### src/inc/lmc_pkg.sv
// package with frame layout constants and command codes for the decoder
// ***********************************************************************
// ***********************************************************************
package lmc_pkg;
  // ***********************************************************************
  // frame constants
  // ***********************************************************************
  localparam logic [5:0] LMC_ID_APP      = 6'h3c;
  localparam logic [7:0] LMC_APP_OPCODE  = 8'h80;
  localparam logic [6:0] LMC_OP_TWO_SPD  = 7'h08;
  localparam logic [6:0] LMC_OP_MOTOR    = 7'h09;
  localparam logic [6:0] LMC_OP_FUSE     = 7'h10;
  localparam logic [6:0] LMC_OP_STALL    = 7'h16;
  localparam logic [6:0] LMC_OP_ZERO     = 7'h06;
  localparam logic [6:0] LMC_OP_ABS      = 7'h0b;
  localparam logic [7:0] LMC_FILL        = 8'hff;
  localparam logic [3:0] LMC_FUSE_HI     = 4'hf;
  localparam int         LMC_NBYTES      = 8;
  localparam logic [3:0] LMC_LEN_SHORT   = 4'h2;
  localparam logic [3:0] LMC_LEN_FULL    = 4'h8;
  localparam logic [15:0] LMC_POS_RST    = 16'h0000;
  localparam logic [6:0] LMC_NODE_RST    = 7'h00;
endpackage : lmc_pkg

### src/inc/lmc_if.sv
// interface joining the frame sender and the frame decoder
`timescale 1ns/1ps
interface lmc_if;
  logic [5:0]  frame_id;     // frame identifier
  logic [63:0] frame_data;   // data byte one in bits 63:56
  logic [3:0]  frame_len;    // number of data bytes
  logic        frame_valid;  // one-cycle strobe, frame complete
  modport sender  (output frame_id, frame_data, frame_len, frame_valid);
  modport decoder (input  frame_id, frame_data, frame_len, frame_valid);
endinterface : lmc_if

### src/hw/lmc_decoder.sv
// device end: decodes write frames into motion and parameter updates
`timescale 1ns/1ps
module lmc_decoder
  import lmc_pkg::*;
(
  // clock and reset
  input  wire logic        pclk,
  input  wire logic        presetn,
  // link
  lmc_if.decoder           link,
  // node identity and motion state
  input  wire logic [6:0]  node_addr,
  input  wire logic        move_done,
  // position outputs
  output logic      [15:0] actual_position,
  output logic      [15:0] target_position,
  output logic      [3:0]  speed_max,
  output logic      [3:0]  speed_min,
  output logic             move_start,
  output logic             two_speed_busy,
  output logic             reference_done,
  // configuration outputs
  output logic      [3:0]  run_current,
  output logic      [3:0]  hold_current,
  output logic      [2:0]  sample_floor,
  output logic             direction_sel,
  output logic      [3:0]  ramp_rate,
  output logic      [3:0]  absolute_threshold,
  output logic      [2:0]  undervolt_threshold,
  output logic      [2:0]  fullstep_stall_en,
  output logic             ramp_profile_sel,
  output logic      [1:0]  microstep_sel,
  output logic             full_duty_stall_en,
  output logic             chop_jitter_en,
  output logic      [10:0] safe_position,
  output logic      [1:0]  settle_time,
  output logic             chop_rate_sel,
  output logic             boost_disable,
  // fuse programming
  output logic             fuse_write,
  output logic      [3:0]  fuse_byte_addr,
  output logic      [7:0]  fuse_data
);
  typedef enum logic [1:0] {IDLE, FIRST, SECOND} lmc_seq_e;
  lmc_seq_e state;

  // byte n of the frame, n from 1
  function automatic logic [7:0] lmc_byte(input logic [63:0] d,
                                         input int n);
    lmc_byte = d[(LMC_NBYTES-n)*8 +: 8];
  endfunction : lmc_byte

  // ***********************************************************************
  // frame decode
  // ***********************************************************************
  wire [63:0] d   = link.frame_data;
  wire [7:0]  b1  = lmc_byte(d, 1);
  wire [7:0]  b2  = lmc_byte(d, 2);
  wire [7:0]  b3  = lmc_byte(d, 3);
  wire [7:0]  b4  = lmc_byte(d, 4);
  wire [7:0]  b5  = lmc_byte(d, 5);
  wire [7:0]  b6  = lmc_byte(d, 6);
  wire [7:0]  b7  = lmc_byte(d, 7);
  wire [7:0]  b8  = lmc_byte(d, 8);
  wire app_frame  = link.frame_valid & (link.frame_id == LMC_ID_APP) &
                    (link.frame_len == LMC_LEN_FULL) &
                    (b1 == LMC_APP_OPCODE) & b2[7];
  wire app_me     = ~b3[7] | (b3[6:0] == node_addr);
  wire app_go     = app_frame & app_me;
  wire op_two     = app_go & (b2[6:0] == LMC_OP_TWO_SPD);
  wire op_stall   = app_go & (b2[6:0] == LMC_OP_STALL);
  wire op_motor   = app_go & (b2[6:0] == LMC_OP_MOTOR);
  wire op_fuse    = app_go & (b2[6:0] == LMC_OP_FUSE) &
                    (b4[7:4] == LMC_FUSE_HI) & (b6 == LMC_FILL) &
                    (b7 == LMC_FILL) & (b8 == LMC_FILL);
  // short command frame: opcode, broadcast and node byte
  wire gp_frame   = link.frame_valid & (link.frame_len >= LMC_LEN_SHORT) &
                    b1[7] & (~b2[7] | (b2[6:0] == node_addr));
  wire op_zero    = gp_frame & (b1[6:0] == LMC_OP_ZERO);
  wire op_abs     = gp_frame & (b1[6:0] == LMC_OP_ABS);
  wire busy       = state != IDLE;
  wire take_two   = op_two & ~busy;
  wire take_abs   = op_abs & ~busy;
  wire take_zero  = op_zero & ~busy;

  // ***********************************************************************
  // two-speed sequence and positions
  // ***********************************************************************
  logic [15:0] offset_q;
  always_ff @(posedge pclk or negedge presetn) begin
    if (!presetn) begin
      state           <= IDLE;
      offset_q        <= LMC_POS_RST;
      actual_position <= LMC_POS_RST;
      target_position <= LMC_POS_RST;
      move_start      <= 1'b0;
      reference_done  <= 1'b0;
    end else begin
      move_start <= 1'b0;
      case (state)
        IDLE: begin
          if (take_two) begin
            target_position <= {b5, b6};
            offset_q        <= {b7, b8};
            move_start      <= 1'b1;
            state           <= FIRST;
          end else if (take_zero) begin
            actual_position <= LMC_POS_RST;
            target_position <= LMC_POS_RST;
            reference_done  <= 1'b1;
          end else if (take_abs) begin
            target_position <= {b3, b4};
            move_start      <= 1'b1;
          end else if (move_done) begin
            actual_position <= target_position;
          end
        end
        FIRST: begin
          if (move_done) begin
            actual_position <= target_position;
            target_position <= target_position + offset_q;
            move_start      <= 1'b1;
            state           <= SECOND;
          end
        end
        SECOND: begin
          if (move_done) begin
            actual_position <= target_position;
            reference_done  <= 1'b1;
            state           <= IDLE;
          end
        end
        default: state <= IDLE;
      endcase
    end
  end
  assign two_speed_busy = busy;

  // ***********************************************************************
  // speeds: second motion runs at speed_min only
  // ***********************************************************************
  logic [3:0] cfg_max;
  always_ff @(posedge pclk or negedge presetn) begin
    if (!presetn) begin
      cfg_max   <= 4'h0;
      speed_min <= 4'h0;
    end else if (take_two) begin
      cfg_max   <= b4[7:4];
      speed_min <= b4[3:0];
    end else if (op_stall | op_motor) begin
      cfg_max   <= b5[7:4];
      speed_min <= b5[3:0];
    end
  end
  assign speed_max = (state == SECOND) ? speed_min : cfg_max;

  // ***********************************************************************
  // parameter ram
  // ***********************************************************************
  always_ff @(posedge pclk or negedge presetn) begin
    if (!presetn) begin
      run_current         <= 4'h0;
      hold_current        <= 4'h0;
      direction_sel       <= 1'b0;
      ramp_rate           <= 4'h0;
      ramp_profile_sel    <= 1'b0;
      microstep_sel       <= 2'h0;
      chop_jitter_en      <= 1'b0;
      sample_floor        <= 3'h0;
      absolute_threshold  <= 4'h0;
      undervolt_threshold <= 3'h0;
      fullstep_stall_en   <= 3'h0;
      full_duty_stall_en  <= 1'b0;
      safe_position       <= 11'h000;
      settle_time         <= 2'h0;
      chop_rate_sel       <= 1'b0;
      boost_disable       <= 1'b0;
    end else if (op_stall | op_motor) begin
      // applied at once, even while a motion runs
      run_current      <= b4[7:4];
      hold_current     <= b4[3:0];
      direction_sel    <= b6[4];
      ramp_rate        <= b6[3:0];
      ramp_profile_sel <= b8[4];
      microstep_sel    <= b8[3:2];
      chop_jitter_en   <= b8[0];
      if (op_stall) begin
        sample_floor        <= b6[7:5];
        absolute_threshold  <= b7[7:4];
        undervolt_threshold <= b7[2:0];
        fullstep_stall_en   <= b8[7:5];
        full_duty_stall_en  <= b8[1];
      end else begin
        safe_position <= {b6[7:5], b7};
        settle_time   <= {b8[7], b8[5]};
        chop_rate_sel <= b8[6];
        boost_disable <= b8[1];
      end
    end
  end

  // ***********************************************************************
  // fuse programming strobe
  // ***********************************************************************
  always_ff @(posedge pclk or negedge presetn) begin
    if (!presetn) begin
      fuse_write     <= 1'b0;
      fuse_byte_addr <= 4'h0;
      fuse_data      <= 8'h00;
    end else begin
      fuse_write <= op_fuse;
      if (op_fuse) begin
        fuse_byte_addr <= {~b4[3], b4[2:0]};
        fuse_data      <= b5;
      end
    end
  end
endmodule : lmc_decoder

### src/flat_wrapper.sv
// flat-port wrapper written by rule: the top's interface ports become plain ports
module lmc_decoder_flat import lmc_pkg::*;
  (pclk, presetn, node_addr, move_done, actual_position, target_position, speed_max, speed_min, move_start, two_speed_busy, reference_done, run_current, hold_current, sample_floor, direction_sel, ramp_rate, absolute_threshold, undervolt_threshold, fullstep_stall_en, ramp_profile_sel, microstep_sel, full_duty_stall_en, chop_jitter_en, safe_position, settle_time, chop_rate_sel, boost_disable, fuse_write, fuse_byte_addr, fuse_data, link_frame_id, link_frame_data, link_frame_len, link_frame_valid);
  lmc_if link_i ();
  input  wire logic pclk;
  input  wire logic presetn;
  input  wire logic [6:0] node_addr;
  input  wire logic move_done;
  output logic      [15:0] actual_position;
  output logic      [15:0] target_position;
  output logic      [3:0] speed_max;
  output logic      [3:0] speed_min;
  output logic move_start;
  output logic two_speed_busy;
  output logic reference_done;
  output logic      [3:0] run_current;
  output logic      [3:0] hold_current;
  output logic      [2:0] sample_floor;
  output logic direction_sel;
  output logic      [3:0] ramp_rate;
  output logic      [3:0] absolute_threshold;
  output logic      [2:0] undervolt_threshold;
  output logic      [2:0] fullstep_stall_en;
  output logic ramp_profile_sel;
  output logic      [1:0] microstep_sel;
  output logic full_duty_stall_en;
  output logic chop_jitter_en;
  output logic      [10:0] safe_position;
  output logic      [1:0] settle_time;
  output logic chop_rate_sel;
  output logic boost_disable;
  output logic fuse_write;
  output logic      [3:0] fuse_byte_addr;
  output logic      [7:0] fuse_data;
  input wire logic [$bits(link_i.frame_id)-1:0] link_frame_id;
  input wire logic [$bits(link_i.frame_data)-1:0] link_frame_data;
  input wire logic [$bits(link_i.frame_len)-1:0] link_frame_len;
  input wire logic [$bits(link_i.frame_valid)-1:0] link_frame_valid;
  assign link_i.frame_id = link_frame_id;
  assign link_i.frame_data = link_frame_data;
  assign link_i.frame_len = link_frame_len;
  assign link_i.frame_valid = link_frame_valid;
  lmc_decoder u_core (.pclk(pclk), .presetn(presetn), .link(link_i), .node_addr(node_addr), .move_done(move_done), .actual_position(actual_position), .target_position(target_position), .speed_max(speed_max), .speed_min(speed_min), .move_start(move_start), .two_speed_busy(two_speed_busy), .reference_done(reference_done), .run_current(run_current), .hold_current(hold_current), .sample_floor(sample_floor), .direction_sel(direction_sel), .ramp_rate(ramp_rate), .absolute_threshold(absolute_threshold), .undervolt_threshold(undervolt_threshold), .fullstep_stall_en(fullstep_stall_en), .ramp_profile_sel(ramp_profile_sel), .microstep_sel(microstep_sel), .full_duty_stall_en(full_duty_stall_en), .chop_jitter_en(chop_jitter_en), .safe_position(safe_position), .settle_time(settle_time), .chop_rate_sel(chop_rate_sel), .boost_disable(boost_disable), .fuse_write(fuse_write), .fuse_byte_addr(fuse_byte_addr), .fuse_data(fuse_data));
endmodule
### config.mk
export PLATFORM = sky130hd
export DESIGN_NAME = lmc_decoder_flat
export DESIGN_NICKNAME = d
export VERILOG_FILES = /design/src/inc/lmc_pkg.sv /design/src/inc/lmc_if.sv /design/src/hw/lmc_decoder.sv /design/src/flat_wrapper.sv
export SDC_FILE = /design/constraint.sdc
export NUM_CORES = 1
export LEC_CHECK = 0
export ABC_CLOCK_PERIOD_IN_PS = 2500
export BUFFER_PORTS_ARGS = -buffer_cell sky130_fd_sc_hd__buf_2
export CAP_MARGIN = 20
export CELL_PAD_IN_SITES_DETAIL_PLACEMENT = 0
export CELL_PAD_IN_SITES_GLOBAL_PLACEMENT = 1
export CORE_MARGIN = 1.5
export CORE_UTILIZATION = 36
export DETAILED_ROUTE_END_ITERATION = 8
export PLACE_DENSITY = 0.82
export SYNTH_ARGS = -nofsm -noshare
export SYNTH_HDL_FRONTEND = slang
export SYNTH_SLANG_ARGS = --single-unit
### constraint.sdc
create_clock -name pclk -period 2.5 [get_ports pclk]
set_clock_uncertainty 0.2 [all_clocks]
set_input_delay 0.25 -clock pclk [delete_from_list [all_inputs] [get_ports pclk]]
set_output_delay 0.25 -clock pclk [all_outputs]
set_load 0.01 [all_outputs]
==> Word-level counts from Yosys, hierarchy flattened <==
Index checks and enable logic that the tools add are counted.
{ "totals": {"input_bits": 85, "output_inout_bits": 102, "regBits": 119, "wordCells": 124} }
{ "op_classes": {"order_cmp": 1, "bitwise": 29, "add_sub_neg": 1, "n_reduce_logical": 14, "mux": 28, "n_eq_ne": 24} }
{ "op_table": {"columns": ["cell", "count"], "rows": [
  ["two-way mux 16 bit", 8],
  ["case mux 16 bit (2 select lines)", 2],
  ["equality test 8 bit (second input constant)", 4],
  ["AND 1 bit", 21],
  ["equality test 7 x 4 -> 1 bit (second input constant)", 3],
  ["two-way mux 4 bit", 5],
  ["adder 16 bit", 1],
  ["equality test 7 x 5 -> 1 bit (second input constant)", 2],
  ["equality test 7 bit", 2],
  ["nonzero test 2 bit", 5],
  ["AND reduction 3 bit", 3],
  ["equality test 4 bit (second input constant)", 2],
  ["equality test 7 x 3 -> 1 bit (second input constant)", 1],
  ["two-way mux 1 bit", 7],
  ["equality test 6 bit (second input constant)", 1],
  ["two-way mux 2 bit", 3],
  ["inequality test 2 bit (second input constant)", 3],
  ["case mux 2 bit (3 select lines)", 1],
  ["AND reduction 2 bit", 3],
  ["inverter 1 bit", 5],
  [">= comparator 4 x 2 -> 1 bit (second input constant)", 1],
  ["inequality test 2 x 1 -> 1 bit (second input constant)", 2],
  ["inequality test 4 x 1 -> 1 bit (second input constant)", 1],
  ["case mux 1 bit (2 select lines)", 2],
  ["other kinds (7)", 9]
]} }

==> Logic depth before layout (Yosys ltp) <==
{ "logic_depth": {"ltp_word": 11, "ltp_mapped": 10} }

==> Worst setup path before layout <==
OpenSTA, ideal clock, no wires.
{ "synth_path": {"path_type": "register to register", "start": "reg u_core.target_position[8]", "end": "reg u_core.target_position[15]", "path_slack_ns": -0.294, "required_ns": 2.174, "setup_time_ns": 0.126, "n_path_buf": 0, "arrival_time_ns": 2.468, "path_stages_with_launch": 9, "period_less_slack_ns": 2.794, "cell_sequence": "dfrtp_1 -> ha_1 -> a211oi_1 -> o21ai_0 -> nor4b_1 -> a311o_1 -> a311o_1 -> mux2_2 -> a221o_1"} }
{ "synth_via": {"elab_chain_len": 3} }
{ "synth_lines": {"columns": ["element", "line_no", "rtl"], "rows": [
  ["start, declared", "lmc_decoder.sv:16", "output logic [15:0] target_position,"],
  ["start signal, assigned", "lmc_decoder.sv:103", "target_position <= {b5, b6};"],
  ["start signal, assigned", "lmc_decoder.sv:112", "target_position <= {b3, b4};"],
  ["start signal, assigned", "lmc_decoder.sv:121", "target_position <= target_position + offset_q;"],
  ["adder 16 bit", "lmc_decoder.sv:121", null],
  ["two-way mux 16 bit", "lmc_decoder.sv:119", "if (move_done) begin"],
  ["case mux 16 bit (2 select lines)", "lmc_decoder.sv:100", "case (state)"]
]} }
No other way between the ends. The select of a mux whose other input is x is not followed.
A chain may end at the register's enable or synchronous reset.

==> Final worst setup path <==
{ "layout_path": {"start": "reg u_core.offset_q[12]", "end": "reg u_core.target_position[15]"} }
{ "layout_via": {"elab_chain_len": 3} }
{ "layout_lines": {"columns": ["element", "line_no", "rtl"], "rows": [
  ["start, declared", "lmc_decoder.sv:89", "logic [15:0] offset_q;"],
  ["start signal, assigned", "lmc_decoder.sv:104", "offset_q <= {b7, b8};"],
  ["adder 16 bit", "lmc_decoder.sv:121", null],
  ["two-way mux 16 bit", "lmc_decoder.sv:119", null],
  ["case mux 16 bit (2 select lines)", "lmc_decoder.sv:100", null]
]} }
No other way between the ends. The select of a mux whose other input is x is not followed.

==> results.sh <==
export IMPL_syn_to_final_growth_pct=54.0
export IMPL_numCtsBuffers=17
export IMPL_antenna_cells=0
export IMPL_dr_total_vias=5973
export IMPL_grt_pass1_wl_um=31800
export IMPL_cp_startpoint="u_core.offset_q[12]$_DFFE_PN0P_"
export IMPL_cp_slowest_cell="dfrtp_1"
export IMPL_start_util_pct=37.2
export IMPL_rows=47
export IMPL_crit_arrival_ns=2.78
export IMPL_postSynthAreaPerCell_sq_um=10.9
export IMPL_fin_hold_ws_ns=0.0769
export IMPL_setup_viol=6
export IMPL_dieArea_sq_um=18100
export IMPL_synth_area_sq_um=6230
export IMPL_wire_per_inst_um=18.3
export IMPL_antenna_found_initial=0
export IMPL_tritoncts="done"
export IMPL_fin_util_pct=57.3
export IMPL_drtIter0Drc=328
export IMPL_rrSetupSlack_ns=-0.18
export IMPL_whs_path_depth=3
export IMPL_violations="negative setup slack"
export IMPL_synth_nets=676
export IMPL_reg2reg_to="u_core.target_position[15]$_DFFE_PN0P_"
export IMPL_max_stage_delay_ns=0.42
export IMPL_crit_path_end="u_core.target_position[15]$_DFFE_PN0P_"
export IMPL_crit_chain="ha_2 -> buf_4 -> nor3_1 -> o21ai_1 -> nor4b_2 -> a311o_1 -> a311o_1 -> mux2_2 -> a221o_1"
export IMPL_dp_slack_ns=-0.286
export IMPL_first_global_vias=6020
export IMPL_outcome="finished, violations left"
export IMPL_clk_latency_ns=0.42
export IMPL_drv_slew=0
export IMPL_fp_dieW_um=135
export IMPL_firstDrtPassIters=5
export IMPL_fin_crit_sh_pct=107
export IMPL_dpl_cell_area_sq_um=8230
export IMPL_min_path_type="in2reg"
export IMPL_syn_inst=571
export IMPL_hold_viol=0
export IMPL_start_kind="flop"
export IMPL_yosysWarningCount=0
export IMPL_reg2reg_depth=9
export IMPL_hpwl_um=15100
export IMPL_totalWireLength_um=20600
export IMPL_cts_clk_slew_worst_paths_ns=0.05
export IMPL_grtUsageTotal_pct=22.9
export IMPL_power_leakage_nw=4.96
export IMPL_place_gp_congestion=0.880
export IMPL_h_tree_depth=4
export IMPL_worstMarginPinSlew_ns=0.465
export IMPL_cap_violations=0
export IMPL_via_per_inst=5.30
export IMPL_cts_buffer_depth=2
export IMPL_drc=0
export IMPL_io_pins=187
export IMPL_drtAntennaViolNets=0
export IMPL_worstSetupEndpointType="flop"
export IMPL_die_h_um=135
export IMPL_grt_ovfl_total=0
export IMPL_cts_sinks=119
export IMPL_required_ns=2.60
export IMPL_fin_crit_ns=2.68
export IMPL_relSlewSlack_pct=69.0
export IMPL_io_buffers=186
export IMPL_worstSetupPathType="reg2reg"
export IMPL_critical_path_max_fanout=3
export IMPL_reg2reg_from="u_core.offset_q[12]$_DFFE_PN0P_"
export IMPL_cp_common_cell="a311o_1"
export IMPL_ys_ff_latch=119
export IMPL_clockRootBuffer="clkbuf_16"
export IMPL_synthDistinctLibCells=62
export IMPL_cellPowerDensity_nw_per_um2=759
export IMPL_design_area_sq_um=9600
export IMPL_synth_ff_type="dfrtp_1"
export IMPL_grt_max_degree=49
export IMPL_worst_ir_drop_vdd_v=0.000622
export IMPL_rsz0062_at_grt="true"
export IMPL_setup_ws_ns=-0.181
export IMPL_synth_edf_count=0
export IMPL_fin_nets=1001
export IMPL_ys_seq_area_share_pct=47.8
export IMPL_layout_drive_gt1_share_pct=48.3
export IMPL_async_flop_share_pct=100
export IMPL_clock_fmax_mhz=373
export IMPL_core_sq_um=16800
## state kept, by name, summed over array words and instances, names as in the netlist, 3 cells and up
register and count:
u_core.ramp_rate 4, u_core.fuse_byte_addr 4, u_core.fullstep_stall_en 3, u_core.target_position 16
u_core.safe_position 11, u_core.undervolt_threshold 3, u_core.run_current 4, u_core.speed_min 4
u_core.cfg_max 4, u_core.absolute_threshold 4, u_core.sample_floor 3, u_core.offset_q 16
u_core.actual_position 16, u_core.fuse_data 8, u_core.hold_current 4
## cells by family after synthesis
group                      after synthesis  share of synthesized area [%]
buffers and inverters                   36                           2.57
and+or+nand+nor                        185                           15.1
xor gates and xnor gates                18                           2.53
DFF                                    119                           47.8
AOI/OAI and AO/OA                      116                           13.5
adders and majority gates               20                           4.14
muxes                                   77                           14.4
## worst min path at each step
stage	start	endpoint	slack (ns)
CTS	link_frame_data[40]	u_core.target_position[8]$_DFFE_PN0P_	0.06
detailed placement	presetn	u_core.actual_position[3]$_DFFE_PN0P_	0.04
finish	link_frame_data[40]	u_core.target_position[8]$_DFFE_PN0P_	0.08
global route	link_frame_data[40]	u_core.target_position[8]$_DFFE_PN0P_	0.1
floorplan	presetn	u_core.absolute_threshold[0]$_DFFE_PN0P_	-0.25
global placement	presetn	u_core.actual_position[2]$_DFFE_PN0P_	0.03
## layer usage
layer	track usage, %	part of all wire (%)	up-vias
li1	-	-	2778
met1	29.9	44	2950
met2	37.0	48	217
met3	6.57	7.1	28
met4	7.11	1.5	0
met5	0	0	-
## synthesized netlist by cell type, drive strengths merged, types with 7 or more instances
cell | number | area, sq um
a21oi | 24 | 124
a221oi | 9 | 78.8
a22o | 21 | 184
buf | 10 | 62.6
clkbuf | 15 | 56.3
dfrtp | 119 | 2980
ha | 19 | 238
inv | 11 | 41.3
mux2 | 65 | 777
mux2i | 12 | 120
nand2 | 75 | 282
nand3 | 11 | 55.1
nand4 | 17 | 106
nor2 | 31 | 116
nor3 | 9 | 45.0
o21ai | 16 | 80.1
o31ai | 7 | 52.6
xnor2 | 10 | 87.6
xor2 | 8 | 70.1
## layout make-up
cell class	instances	area [sq um]
Sequential cell	119	2980
Multi-Input combinational cell	417	3430
Fill cell	1427	7160
Timing Repair Buffer	330	2240
Clock buffer	20	457
Clock inverter	11	171
Tap cell	220	275
Inverter	11	41.3
## critical path: cells and delay by family (launching register included)
| kind | cells | cell delay, ns |
|---|---|---|
| AO/OA/AOI/OAI | 4 | 0.96 |
| flip-flops | 1 | 0.42 |
| AND/OR/NAND/NOR | 2 | 0.37 |
| multiplexers | 1 | 0.28 |
| adder cells (fa/ha/maj) | 1 | 0.19 |
| buffers and inverters | 1 | 0.14 |
## layout by cell type (no fill, tap or decap), types with 10 or more instances in the layout
cell type,instances
a21oi_1,18
mux2i_1,12
o21ai_0,10
dlygate4sd3_1,42
a22o_1,21
buf_4,92
xnor2_1,10
dfrtp_1,115
nor2_1,31
clkbuf_16,17
mux2_4,13
buf_2,185
nand4_1,17
nand2_1,74
nand3_1,11
mux2_2,52
## through the flow
stage               TNS, ns  power, mW  cells
finish               -0.284       7.28   1128
global placement      -8.92       4.42   1043
floorplan             -1.01       3.38    571
CTS                  -0.728       7.19   1123
global route          -1.40       7.66   1128
detailed placement    -9.36       4.46   1043
## where the power goes
group	internal [mW]	total, mW	switching (mW)
logic	1.20	2.35	1.15
clock network	1.72	2.60	0.883
registers	2.17	2.34	0.170
## repair_timing
item / CTS / global route
endpoints found under the setup margin: 15 / 16
resized for setup: 23 / 21
cloned: 1 / 0
hold buffers: 42 / 0
pin swaps: 15 / 19
hold endpoints to repair: 114 / 0
buffers inserted: 6 / 5
Power figures use the tool's default switching activity.
